==> src/logic/trcs_pkg.sv <==
// shared constants, types and register map of the reconfiguration channel select block
`default_nettype none
package trcs_pkg;

    // managed channel count and the index width that follows from it
    localparam int CH_COUNT = 4;

    // index width by channel count: 2 -> 1, 3-4 -> 2, 5-8 -> 3, 9-16 -> 4
    function automatic int idx_width(input int n);
        if (n <= 2) begin
            return 1;
        end else if (n <= 4) begin
            return 2;
        end else if (n <= 8) begin
            return 3;
        end
        return 4;
    endfunction : idx_width

    localparam int CH_IDX_W = idx_width(CH_COUNT);

    // timing counts in reconfiguration clock cycles
    localparam int         CNT_W         = 5;
    localparam logic [4:0] CAL_CYCLES    = 5'h10;
    localparam logic [4:0] RECONF_CYCLES = 5'h08;

    // register byte offsets
    localparam logic [7:0] ADDR_CTRL   = 8'h00;
    localparam logic [7:0] ADDR_STATUS = 8'h04;
    localparam logic [7:0] ADDR_CHMODE = 8'h08;
    localparam logic [7:0] ADDR_ACTIVE = 8'h0c;

    // field positions
    localparam int CTRL_RECAL_BIT  = 0;
    localparam int ST_BUSY_BIT     = 0;
    localparam int ST_CALDONE_BIT  = 1;
    localparam int ST_REFUSED_BIT  = 2;
    localparam int ST_PWRDN_BIT    = 3;
    localparam int ST_CHAN_LSB     = 4;
    localparam int ACT_RX_LSB      = 16;

    // reset values: every channel starts as duplex
    localparam logic [2*CH_COUNT-1:0] CHMODE_RST = 8'haa;

    // direction select codes
    typedef enum logic [1:0] {
        DIR_BOTH = 2'b00,
        DIR_RX   = 2'b01,
        DIR_TX   = 2'b10,
        DIR_BAD  = 2'b11
    } trcs_dir_t;

    // reconfiguration kinds
    typedef enum logic [1:0] {
        KIND_ANALOG  = 2'b00,
        KIND_CHANNEL = 2'b01,
        KIND_PLL     = 2'b10,
        KIND_BAD     = 2'b11
    } trcs_kind_t;

    // per channel operating configuration
    typedef enum logic [1:0] {
        MODE_TX     = 2'b00,
        MODE_RX     = 2'b01,
        MODE_DUPLEX = 2'b10,
        MODE_NONE   = 2'b11
    } trcs_mode_t;

    // one reconfiguration request as it travels through the block
    typedef struct packed {
        logic [CH_IDX_W-1:0] chan;
        trcs_dir_t           dir;
        trcs_kind_t          kind;
    } trcs_req_t;

endpackage : trcs_pkg
`default_nettype wire

==> src/logic/trcs_cnt.sv <==
// loadable down counter that flags the last cycle of a timed phase
`timescale 1ns/1ps
`default_nettype none
module trcs_cnt #(
    parameter int W = 5
) (
    // clock and reset
    input  wire logic         hclk,
    input  wire logic         hresetn,
    // control
    input  wire logic         load,
    input  wire logic [W-1:0] load_val,
    // state
    output logic      [W-1:0] count,
    output logic              last
);

    logic [W-1:0] count_reg;
    logic [W-1:0] count_next;

    // load wins, otherwise count down to zero and hold
    always_comb begin
        count_next = count_reg;
        if (load) begin
            count_next = load_val;
        end else if (count_reg != '0) begin
            count_next = count_reg - W'(1);
        end
    end

    // register the count
    always_ff @(posedge hclk or negedge hresetn) begin
        if (!hresetn) begin
            count_reg <= '0;
        end else begin
            count_reg <= count_next;
        end
    end

    assign count = count_reg;
    assign last  = (count_reg == W'(1)); // final cycle of the phase

endmodule : trcs_cnt
`default_nettype wire

==> src/logic/trcs_ctrl.sv <==
// control front end of the transceiver dynamic reconfiguration controller
//
// What this block does
// - the channel index input only matters when more than one channel is managed.
// - the channel index is 1, 2, 3 or 4 bits wide for 2, 3-4, 5-8 or 9-16 channels.
// - direction 00 reconfigures both halves, 01 only the receiver, 10 only the transmitter.
// - a transmitter-only request never touches the receiver half, even on a duplex channel.
// - busy stays low for the first clock cycle after power-up.
// - in the second cycle busy rises and offset cancellation starts by itself.
// - busy falls only when offset cancellation or a reconfiguration has completed.
// - offset cancellation lasts exactly 16 clock cycles in this model.
// - analog, channel and PLL reconfiguration are offered per channel, others left running.
// - offset cancellation runs only on receiver or duplex channels; analog works on transmitter, receiver and duplex channels.
//
// Added by the designer: the AHB-Lite register port and the placing of the registers.
`timescale 1ns/1ps
`default_nettype none
module trcs_ctrl (
    // clock and reset
    input  wire logic                          hclk,
    input  wire logic                          hresetn,
    // ahb-lite slave
    input  wire logic                          hsel,
    input  wire logic [31:0]                   haddr,
    input  wire logic [1:0]                    htrans,
    input  wire logic                          hwrite,
    input  wire logic [2:0]                    hsize,
    input  wire logic [31:0]                   hwdata,
    input  wire logic                          hready,
    output logic                               hreadyout,
    output logic                               hresp,
    output logic      [31:0]                   hrdata,
    // fabric request port
    input  wire logic                          reconfig_req,
    input  wire logic [trcs_pkg::CH_IDX_W-1:0] chan_addr,
    input  wire logic [1:0]                    dir_sel,
    input  wire logic [1:0]                    kind_sel,
    input  wire logic                          blk_powerdown,
    output logic                               busy,
    // per channel strobes toward the transceiver channels
    output logic      [trcs_pkg::CH_COUNT-1:0] tx_sel,
    output logic      [trcs_pkg::CH_COUNT-1:0] rx_sel,
    output logic      [trcs_pkg::CH_COUNT-1:0] cal_en,
    output logic      [1:0]                    op_kind
);

    localparam int N = trcs_pkg::CH_COUNT;

    // sequencer states
    typedef enum logic [1:0] {
        ST_PWRUP  = 2'b00,
        ST_CAL    = 2'b01,
        ST_READY  = 2'b10,
        ST_RECONF = 2'b11
    } trcs_state_t;

    trcs_state_t           state_reg;
    trcs_state_t           state_next;
    trcs_pkg::trcs_req_t   req_reg;
    trcs_pkg::trcs_req_t   req_next;
    logic                  busy_reg;
    logic                  busy_next;
    logic [N-1:0]          tx_sel_reg;
    logic [N-1:0]          tx_sel_next;
    logic [N-1:0]          rx_sel_reg;
    logic [N-1:0]          rx_sel_next;
    logic [N-1:0]          cal_en_reg;
    logic [N-1:0]          cal_en_next;
    logic [2*N-1:0]        chmode_reg;
    logic [2*N-1:0]        chmode_next;
    logic                  caldone_reg;
    logic                  caldone_next;
    logic                  refused_reg;
    logic                  refused_next;
    logic                  pwrdn_reg;
    logic                  pwrdn_next;
    logic                  wr_pend_reg;
    logic                  wr_pend_next;
    logic [7:0]            wr_addr_reg;
    logic [7:0]            wr_addr_next;
    logic [31:0]           hrdata_reg;
    logic [31:0]           hrdata_next;

    logic                  cnt_load;
    logic [4:0]            cnt_val;
    logic                  cnt_last;
    logic                  req_ok;
    logic                  refuse;
    logic                  recal_go;
    logic                  st_clear_refused;
    logic                  st_clear_pwrdn;
    logic                  chmode_we;
    logic                  addr_phase;
    trcs_pkg::trcs_req_t   req_in;
    trcs_pkg::trcs_mode_t  tgt_mode;

    // one counter times both the cancellation and the reconfiguration phases
    trcs_cnt #(
        .W        (trcs_pkg::CNT_W)
    ) u_phase_cnt (
        .hclk     (hclk),
        .hresetn  (hresetn),
        .load     (cnt_load),
        .load_val (cnt_val),
        .count    (),
        .last     (cnt_last)
    );

    // ---------------------------------------------------------------
    // ahb-lite slave: zero wait states, always okay
    // ---------------------------------------------------------------

    // a transfer is taken when selected, non-idle and the bus is ready
    assign addr_phase = hsel && htrans[1] && hready;

    // writes land in the data phase, reads are prepared in the address phase
    always_comb begin
        wr_pend_next = 1'b0;
        wr_addr_next = wr_addr_reg;
        hrdata_next  = hrdata_reg;
        if (addr_phase) begin
            wr_pend_next = hwrite;
            wr_addr_next = {haddr[7:2], 2'b00};
            if (!hwrite) begin
                unique case ({haddr[7:2], 2'b00})
                    trcs_pkg::ADDR_CTRL: begin
                        hrdata_next = '0; // recal bit is a pulse and reads zero
                    end
                    trcs_pkg::ADDR_STATUS: begin
                        hrdata_next = '0;
                        hrdata_next[trcs_pkg::ST_BUSY_BIT]    = busy_reg;
                        hrdata_next[trcs_pkg::ST_CALDONE_BIT] = caldone_reg;
                        hrdata_next[trcs_pkg::ST_REFUSED_BIT] = refused_reg;
                        hrdata_next[trcs_pkg::ST_PWRDN_BIT]   = pwrdn_reg;
                        hrdata_next[trcs_pkg::ST_CHAN_LSB +: trcs_pkg::CH_IDX_W] = req_reg.chan;
                    end
                    trcs_pkg::ADDR_CHMODE: begin
                        hrdata_next = 32'(chmode_reg);
                    end
                    trcs_pkg::ADDR_ACTIVE: begin
                        hrdata_next = '0;
                        hrdata_next[N-1:0] = tx_sel_reg;
                        hrdata_next[trcs_pkg::ACT_RX_LSB +: N] = rx_sel_reg;
                    end
                    default: begin
                        hrdata_next = '0; // unmapped reads zero
                    end
                endcase
            end
        end
    end

    // register the bus side state
    always_ff @(posedge hclk or negedge hresetn) begin
        if (!hresetn) begin
            wr_pend_reg <= 1'b0;
            wr_addr_reg <= 8'h00;
            hrdata_reg  <= 32'h0000_0000;
        end else begin
            wr_pend_reg <= wr_pend_next;
            wr_addr_reg <= wr_addr_next;
            hrdata_reg  <= hrdata_next;
        end
    end

    // data phase write decode
    assign recal_go   = wr_pend_reg && (wr_addr_reg == trcs_pkg::ADDR_CTRL)
                        && hwdata[trcs_pkg::CTRL_RECAL_BIT];
    assign chmode_we  = wr_pend_reg && (wr_addr_reg == trcs_pkg::ADDR_CHMODE);
    assign st_clear_refused = wr_pend_reg && (wr_addr_reg == trcs_pkg::ADDR_STATUS)
                        && hwdata[trcs_pkg::ST_REFUSED_BIT];
    assign st_clear_pwrdn   = wr_pend_reg && (wr_addr_reg == trcs_pkg::ADDR_STATUS)
                        && hwdata[trcs_pkg::ST_PWRDN_BIT];

    assign hreadyout = 1'b1;
    assign hresp     = 1'b0;
    assign hrdata    = hrdata_reg;

    // ---------------------------------------------------------------
    // request decode
    // ---------------------------------------------------------------

    // gather the fabric request; a single channel pins the index to zero
    always_comb begin
        req_in.chan = (N > 1) ? chan_addr : '0;
        req_in.dir  = trcs_pkg::trcs_dir_t'(dir_sel);
        req_in.kind = trcs_pkg::trcs_kind_t'(kind_sel);
    end

    // configuration of the addressed channel
    assign tgt_mode = trcs_pkg::trcs_mode_t'(chmode_reg[2*req_in.chan +: 2]);

    // accept legal codes, in-range index and a half the channel really has
    always_comb begin
        req_ok = 1'b1;
        if (req_in.dir == trcs_pkg::DIR_BAD || req_in.kind == trcs_pkg::KIND_BAD) begin
            req_ok = 1'b0;
        end
        if (32'(req_in.chan) >= N) begin
            req_ok = 1'b0;
        end
        if (tgt_mode == trcs_pkg::MODE_NONE) begin
            req_ok = 1'b0;
        end
        if (req_in.dir == trcs_pkg::DIR_RX && tgt_mode == trcs_pkg::MODE_TX) begin
            req_ok = 1'b0; // no receiver to reconfigure
        end
        if (req_in.dir == trcs_pkg::DIR_TX && tgt_mode == trcs_pkg::MODE_RX) begin
            req_ok = 1'b0; // no transmitter to reconfigure
        end
    end

    // ---------------------------------------------------------------
    // sequencer: power-up cancellation, then reconfiguration requests
    // ---------------------------------------------------------------

    // next state, counter load and the request latch
    always_comb begin
        state_next = state_reg;
        req_next   = req_reg;
        cnt_load   = 1'b0;
        cnt_val    = trcs_pkg::CAL_CYCLES;
        refuse     = 1'b0;
        unique case (state_reg)
            ST_PWRUP: begin
                state_next = ST_CAL;
                cnt_load   = 1'b1;
                cnt_val    = trcs_pkg::CAL_CYCLES;
            end
            ST_CAL: begin
                if (cnt_last) begin
                    state_next = ST_READY;
                end
                if (reconfig_req) begin
                    refuse = 1'b1;
                end
            end
            ST_READY: begin
                if (recal_go) begin
                    state_next = ST_CAL;
                    cnt_load   = 1'b1;
                    cnt_val    = trcs_pkg::CAL_CYCLES;
                    refuse     = reconfig_req;
                end else if (reconfig_req) begin
                    if (req_ok) begin
                        state_next = ST_RECONF;
                        req_next   = req_in;
                        cnt_load   = 1'b1;
                        cnt_val    = trcs_pkg::RECONF_CYCLES;
                    end else begin
                        refuse = 1'b1;
                    end
                end
            end
            ST_RECONF: begin
                if (cnt_last) begin
                    state_next = ST_READY;
                end
                if (reconfig_req) begin
                    refuse = 1'b1;
                end
            end
        endcase
    end

    // outputs follow the next state so they change together with busy
    always_comb begin
        busy_next   = (state_next == ST_CAL) || (state_next == ST_RECONF);
        tx_sel_next = '0;
        rx_sel_next = '0;
        cal_en_next = '0;
        for (int i = 0; i < N; i++) begin
            if (state_next == ST_CAL && chmode_reg[2*i +: 2] != trcs_pkg::MODE_TX
                && chmode_reg[2*i +: 2] != trcs_pkg::MODE_NONE) begin
                cal_en_next[i] = 1'b1;
            end
            if (state_next == ST_RECONF && 32'(req_next.chan) == i) begin
                if (req_next.dir != trcs_pkg::DIR_RX
                    && chmode_reg[2*i +: 2] != trcs_pkg::MODE_RX) begin
                    tx_sel_next[i] = 1'b1;
                end
                if (req_next.dir != trcs_pkg::DIR_TX
                    && chmode_reg[2*i +: 2] != trcs_pkg::MODE_TX) begin
                    rx_sel_next[i] = 1'b1;
                end
            end
        end
    end

    // sticky status: completion, refused requests, power-down during cancellation
    always_comb begin
        caldone_next = caldone_reg;
        if (state_reg == ST_CAL && cnt_last) begin
            caldone_next = 1'b1;
        end else if (state_next == ST_CAL) begin
            caldone_next = 1'b0;
        end
        refused_next = refused_reg;
        if (st_clear_refused) begin
            refused_next = 1'b0;
        end
        if (refuse) begin
            refused_next = 1'b1; // set wins over clear
        end
        pwrdn_next = pwrdn_reg;
        if (st_clear_pwrdn) begin
            pwrdn_next = 1'b0;
        end
        if (state_reg == ST_CAL && blk_powerdown) begin
            pwrdn_next = 1'b1;
        end
    end

    // channel configuration written by software
    always_comb begin
        chmode_next = chmode_reg;
        if (chmode_we) begin
            chmode_next = hwdata[2*N-1:0];
        end
    end

    // register the sequencer group
    always_ff @(posedge hclk or negedge hresetn) begin
        if (!hresetn) begin
            state_reg   <= ST_PWRUP;
            req_reg     <= '0;
            busy_reg    <= 1'b0;
            tx_sel_reg  <= '0;
            rx_sel_reg  <= '0;
            cal_en_reg  <= '0;
            caldone_reg <= 1'b0;
            refused_reg <= 1'b0;
            pwrdn_reg   <= 1'b0;
            chmode_reg  <= trcs_pkg::CHMODE_RST;
        end else begin
            state_reg   <= state_next;
            req_reg     <= req_next;
            busy_reg    <= busy_next;
            tx_sel_reg  <= tx_sel_next;
            rx_sel_reg  <= rx_sel_next;
            cal_en_reg  <= cal_en_next;
            caldone_reg <= caldone_next;
            refused_reg <= refused_next;
            pwrdn_reg   <= pwrdn_next;
            chmode_reg  <= chmode_next;
        end
    end

    // registered outputs toward fabric and channels
    assign busy    = busy_reg;
    assign tx_sel  = tx_sel_reg;
    assign rx_sel  = rx_sel_reg;
    assign cal_en  = cal_en_reg;
    assign op_kind = req_reg.kind;

    // hsize is accepted but only whole words are meaningful
    logic unused_ok;
    assign unused_ok = &{1'b0, hsize, haddr[31:8], haddr[1:0]};

endmodule : trcs_ctrl
`default_nettype wire

==> config.mk <==
export PLATFORM = sky130hd
export DESIGN_NAME = trcs_ctrl
export DESIGN_NICKNAME = d
export VERILOG_FILES = /design/src/logic/trcs_pkg.sv /design/src/logic/trcs_cnt.sv /design/src/logic/trcs_ctrl.sv
export SDC_FILE = /design/constraint.sdc
export NUM_CORES = 1
export LEC_CHECK = 0
export ABC_AREA = 1
export BUFFER_PORTS_ARGS = -buffer_cell sky130_fd_sc_hd__buf_4
export CORE_ASPECT_RATIO = 1.25
export CORE_UTILIZATION = 40
export CTS_CLUSTER_DIAMETER = 30
export CTS_CLUSTER_SIZE = 40
export DETAILED_ROUTE_END_ITERATION = 16
export GPL_ROUTABILITY_DRIVEN = 1
export GPL_TIMING_DRIVEN = 0
export PLACE_DENSITY = 0.72
export REMOVE_ABC_BUFFERS = 1
export SYNTH_ARGS = -nofsm -noshare
export SYNTH_HDL_FRONTEND = slang
export SYNTH_HIERARCHICAL = 1
export SYNTH_SLANG_ARGS = --single-unit
==> constraint.sdc <==
create_clock -name hclk -period 4.8 [get_ports hclk]
set_input_delay 0 -clock hclk [delete_from_list [all_inputs] [get_ports hclk]]
set_output_delay 0 -clock hclk [all_outputs]
set_load 0.01 [all_outputs]
# After elaboration in Yosys (flattened, before gate mapping)
# Cells that the tools add are included.
# totals
inputBits	82
out_inout_bits	49
register_bits	76
elab_cells	156
# classes
add_sub_neg	1
eq_ne	30
n_mux	56
n_reduce_logical	50
shift	1
n_bitwise	2
# op_table
operator	count
20-bit one-hot mux with 3 select lines	1
1-bit 2-to-1 mux	38
1-bit logical AND	32
5-bit 2-to-1 mux	6
6-bit 2-to-1 mux	4
2-bit equality test (second input constant)	9
6-bit by 2-bit equality test with 1-bit output (second input constant)	3
2-bit nonzero test	8
6-bit by 1-bit equality test with 1-bit output (second input constant)	2
2-bit by 1-bit equality test with 1-bit output (second input constant)	5
2-bit by 1-bit inequality test with 1-bit output (second input constant)	5
2-bit inequality test (second input constant)	5
8-bit zero test	1
2-bit 2-to-1 mux	4
8-bit by 4-bit variable part select with 2-bit output	1
2-bit zero test	3
2-bit one-hot mux with 3 select lines	1
5-bit by 1-bit equality test with 1-bit output (second input constant)	1
5-bit nonzero test	1
5-bit by 1-bit subtractor with 5-bit output (second input constant)	1
1-bit one-hot mux with 2 select lines	2
4-bit AND reduction	1
1-bit logical OR	2
1-bit NOT	2
other kinds (2)	2

# Logic depth before layout (Yosys ltp)
# logic_depth
ltp_word	14
mapped_depth	15
mapped_depth_nobuf	13

# Cells and area by module
# The synthesis kept the hierarchy.
# by_module_without_submodules
mod	cells_per_inst	area_per_inst_um2	seq_area_each_um2	instances
trcs_ctrl	323	2597.5	1281.2	1
trcs_cnt	47	340.3	125.1	1

# Worst setup path before layout
# No wires, ideal clock.
# synth_path
kind	register to register
startpoint	register chmode_reg[3]
endpoint	register u_phase_cnt.count_reg[3], in the netlist u_phase_cnt/count[3]
stages_incl_launch_ff	15
slack_ps	3006
path_buffers	2
t_arrival_ps	1678
setup_time_ps	115
synth_period_minus_slack_ps	1794
required_ps	4685
path_cell_list	dfstp_2 > nand2_1 > nand3_1 > nand2_1 > nand3_1 > nand2_2 > nor2_4 > buf_6 > nand3_4 > nand2_1 > buf_6 > inv_2 > or2_1 > nand2_1 > nor2_1
# synth_via
elab_chain_cells	10
elab_cells_between_ends	19
classes_between	eq/ne: 2; shift: 1; mux: 12; reduce/logical: 4
# synth_lines
item	line_no	rtl
start: declaration	trcs_ctrl.sv:69	logic [2*N-1:0] chmode_reg;
start signal: assignment	trcs_ctrl.sv:334	chmode_reg <= trcs_pkg::CHMODE_RST;
start signal: assignment	trcs_ctrl.sv:345	chmode_reg <= chmode_next;
8-bit by 4-bit variable part select with 2-bit output (*)	trcs_ctrl.sv:191	assign tgt_mode = trcs_pkg::trcs_mode_t'(chmode_reg[2*req_in.chan +: 2]);
2-bit equality test or 2-bit zero test (tied branches)	trcs_ctrl.sv:202, trcs_ctrl.sv:205	
1-bit 2-to-1 mux or 1-bit logical AND (tied branches)	trcs_ctrl.sv:202, trcs_ctrl.sv:205	
1-bit 2-to-1 mux	trcs_ctrl.sv:205	if (req_in.dir == trcs_pkg::DIR_RX && tgt_mode == trcs_pkg::MODE_TX) begin
1-bit 2-to-1 mux (*)	trcs_ctrl.sv:208	if (req_in.dir == trcs_pkg::DIR_TX && tgt_mode == trcs_pkg::MODE_RX) begin
1-bit 2-to-1 mux (*)	trcs_ctrl.sv:245	if (req_ok) begin
1-bit 2-to-1 mux (*)	trcs_ctrl.sv:244	end else if (reconfig_req) begin
1-bit 2-to-1 mux (*)	trcs_ctrl.sv:239	if (recal_go) begin
1-bit one-hot mux with 2 select lines (*)	trcs_ctrl.sv:224	unique case (state_reg)
via cnt_load	trcs_ctrl.sv:84	logic cnt_load;
5-bit 2-to-1 mux or 2-bit nonzero test (tied branches)	--	
end signal: assignment	trcs_cnt.sv:36	count_reg <= count_next;
end: declaration	trcs_cnt.sv:18	logic [W-1:0] count_reg;
# The timed path passes the listed nets; every way through them passes the cells marked *.
# A chain may end at the register's enable or synchronous reset.

# Final worst setup path
# layout_path
startpoint	register chmode_reg[7]
endpoint	register u_phase_cnt.count_reg[3], in the netlist u_phase_cnt/count[3]
# Same word-level chain as after synthesis.

==> impl_summary.txt <==
----------------------------------------------------
[Die]
  Std-Cell Rows ... 34
  Core Box Area ... 0.00702 mm2
  Effective utilization at floorplan ... 41.9%
  Io pins ... 131
  Total die area ... 0.00769 mm2
  X dimension of the die ... 78.7 um
  Die Span Y ... 97.8 um

[STA]
  Final setup violating endpoints ... 0
  Total negative slack ... 0 ps
  Tightest Pin Transition ... 723 ps
  Max-slew violations ... 0
  Post-layout min period ... 2110 ps
  Share of the cycle needed by the critical path after routing ... 43.9%
  Upper clock frequency limit ... 0.474 GHz
  Final Hold Fails ... 0
  Slew headroom ... 51.8%
  Unrepaired setup endpoints after global routing ... false
  Worst hold margin ... 9.79 ps
  Post-route clock skew ... 7.00 ps
  Final Worst Setup Slack ... 2690 ps

[Drt]
  Final ANT Viol Nets ... 0
  WL final ... 6.54 mm
  Via count ... 2494
  DRC viols ... 0
  Wire per inst ... 12.3 um
  Detailed-router iteration count before antenna repair ... 4
  Initial drt markers ... 111
  Routed vias/inst ... 4.69

[Layout]
  Antenna Cells ... 0
  Number of nets at the end of the flow ... 525
  Share of cells above drive strength 1 ... 19.5%
  Design area ... 0.00359 mm2
  Finished Core Util ... 51.1%
  Area growth, synth to finish ... 22.1%
  Largest register FFs ... 12
  Fin cells ... 532
  Most common cell after layout, fill and taps aside ... nand2_1
  Fill count ... 705
  Most frequent cells in the layout ... nand2_1, buf_4, dfrtp_1, inv_1, nor2_1

[Pwr]
  Share of total power in combinational logic ... 34.1%
  Power density over the cells ... 373 mW/mm2
  Total power after layout ... 1.34 mW
  Register share of total power ... 46.3%
  Fraction of power spent switching nets ... 37.5%
  Internal power contribution ... 0.837 mW
  Maximum ir drop on the vdd rail ... 182 uV
  Leakage ... 1.98 nW
  Proportion of power drawn by the clock network ... 19.6%
  Net switching power ... 0.501 mW

[Clocking]
  CTS root buf ... clkbuf_8
  TritonCTS buffer count ... 5
  Post-cts resize count ... 0
  Number of H-tree levels ... 2
  Clock tree from TritonCTS ... done
  Clock buffer depth ... 2
  Clock Sink Count ... 56
  Clock latency of the later-clocked register in the worst-skew pair ... 310 ps
  Number of setup buffers added after CTS ... 0
  Clk pin slew, worst setup/hold paths ... 100 ps
  Hold buffer count at CTS ... 19

[Placed design]
  Setup Slack @ Placement ... 2690 ps
  # port buffers ... 54
  Placed inst area ... 0.00331 mm2
  Final HPWL DP ... 4.86 mm
  Cell total after placement ... 505
  GPL Wtd Cong ... 0.845

[Global routing]
  Pin count of the biggest net entering global routing ... 57
  Global router's overall resource usage ... 18.1%
  Wire length of the first global-routing pass ... 11.0 mm
  Number of global-route vias before repair ... 2374
  Number of antenna violations at the first check in global routing ... 0
  Final global-route overflow total ... 0

[Setup path]
  Worst path arrival time ... 2320 ps
  Largest fanout on the critical path ... 11
  Kind of launch point of the worst setup path ... flip-flop
  Required time of the critical path ... 5010 ps
  Class of the most critical setup path ... flip-flop to flip-flop
  Critical Path Sink Type ... flip-flop

[Synth]
  Synthesized area ... 0.00294 mm2
  Register bit total from synthesis ... 56
  Cell accounting for the most synthesized area ... dfrtp_1
  Post-synth top area share ... 44.3%
  Post-Syn Area per Cell ... 7.94 um2
  Synthesized netlist cell count ... 370
  Main area contributors after synthesis ... dfrtp_1, nand2_1, buf_4
  Share of synthesized area occupied by flip-flops and latches ... 47.9%
  Synth Warn # ... 6
  Library cells used by synthesis ... 28

[Job]
  Number of max-capacitance violations reported ... 0

[Status]
  Outcome ... complete, no violations

[Worst hold path]
  Worst min-delay path category ... primary input to flip-flop

----------------------------------------------------
[layer usage]
metal	track usage, %	vias up	share of wire [%]
met2	31.6	69	51
met1	22.2	1159	43
met5	0	-	0
met4	5.56	0	1.2
met3	3.64	8	5.2
li1	-	1258	-
[worst paths after layout]
| check | start | endpoint | slack [ps] | cells past startpoint |
|---|---|---|---|---|
| min in group asynchronous | hresetn | chmode_reg[4]$_DFFE_PN0P_ | 250 | 2 |
| max in group asynchronous | hresetn | u_phase_cnt/count[3]$_DFFE_PN0P_ | 4040 | 2 |
| worst max-delay path | chmode_reg[7]$_DFFE_PN1P_ | u_phase_cnt/count[3]$_DFFE_PN0P_ | 2690 | 12 |
| worst min register to register | hrdata[17]$_DFFE_PN0P_ | hrdata[17]$_DFFE_PN0P_ | 490 | 2 |
| worst min-delay path | dir_sel[1] | req_reg[3]$_DFF_PN0_ | 10 | 3 |
| worst max register to register | chmode_reg[7]$_DFFE_PN1P_ | u_phase_cnt/count[3]$_DFFE_PN0P_ | 2690 | 12 |
[cells in the mapped netlist (all sizes together)]
cell type / instances
or2: 2
nand4: 12
inv: 47
o221ai: 2
buf: 28
clkbuf: 4
ha: 2
and3: 2
nor2: 32
dfstp: 4
nand2: 119
o21ai: 24
dfrtp: 52
xor2: 1
nand3: 19
o22ai: 5
conb: 2
a21oi: 13
[worst max-delay path: stages, from the launching register on]
cell and delay, ps:
dfstp_2 560, nand2_1 60, nand3_1 80, nand2_1 80, nand3_1 80, nand2_2 60
nor2_4 280, nand3_4 120, nand2_1 260, inv_2 90, or2_1 210, nand2_1 60
nor2_1 40
[layout make-up]
class                           instances  area (um2)  area share [%]
Multi-Input combinational cell        258        1210            33.7
Tap cell                               90         113            3.14
Clock inverter                          2        16.3           0.453
Sequential cell                        56        1410            39.2
Clock buffer                            6        72.6            2.02
Timing Repair Buffer                   73         596            16.6
Inverter                               47         176            4.92
[cell families after synthesis]
kind of cell	count (synthesis)	share of synthesized area [%]
flip-flops	56	47.9
adder cells (fa/ha/maj)	2	0.852
AND/OR/NAND/NOR	186	28.7
AO/OA/AOI/OAI	44	8.09
other	2	0.256
XOR/XNOR	1	0.298
buffers and inverters	79	14.0
[power groups by stage]
stage	clock network [mW]	logic (mW)	registers, mW
after floorplan	0	0.287	0.628
after global placement	0	0.426	0.624
after detailed placement	0	0.444	0.627
after CTS	0.269	0.459	0.618
after global routing	0.289	0.523	0.630
final	0.263	0.456	0.619
Power figures use the tool's default switching activity.
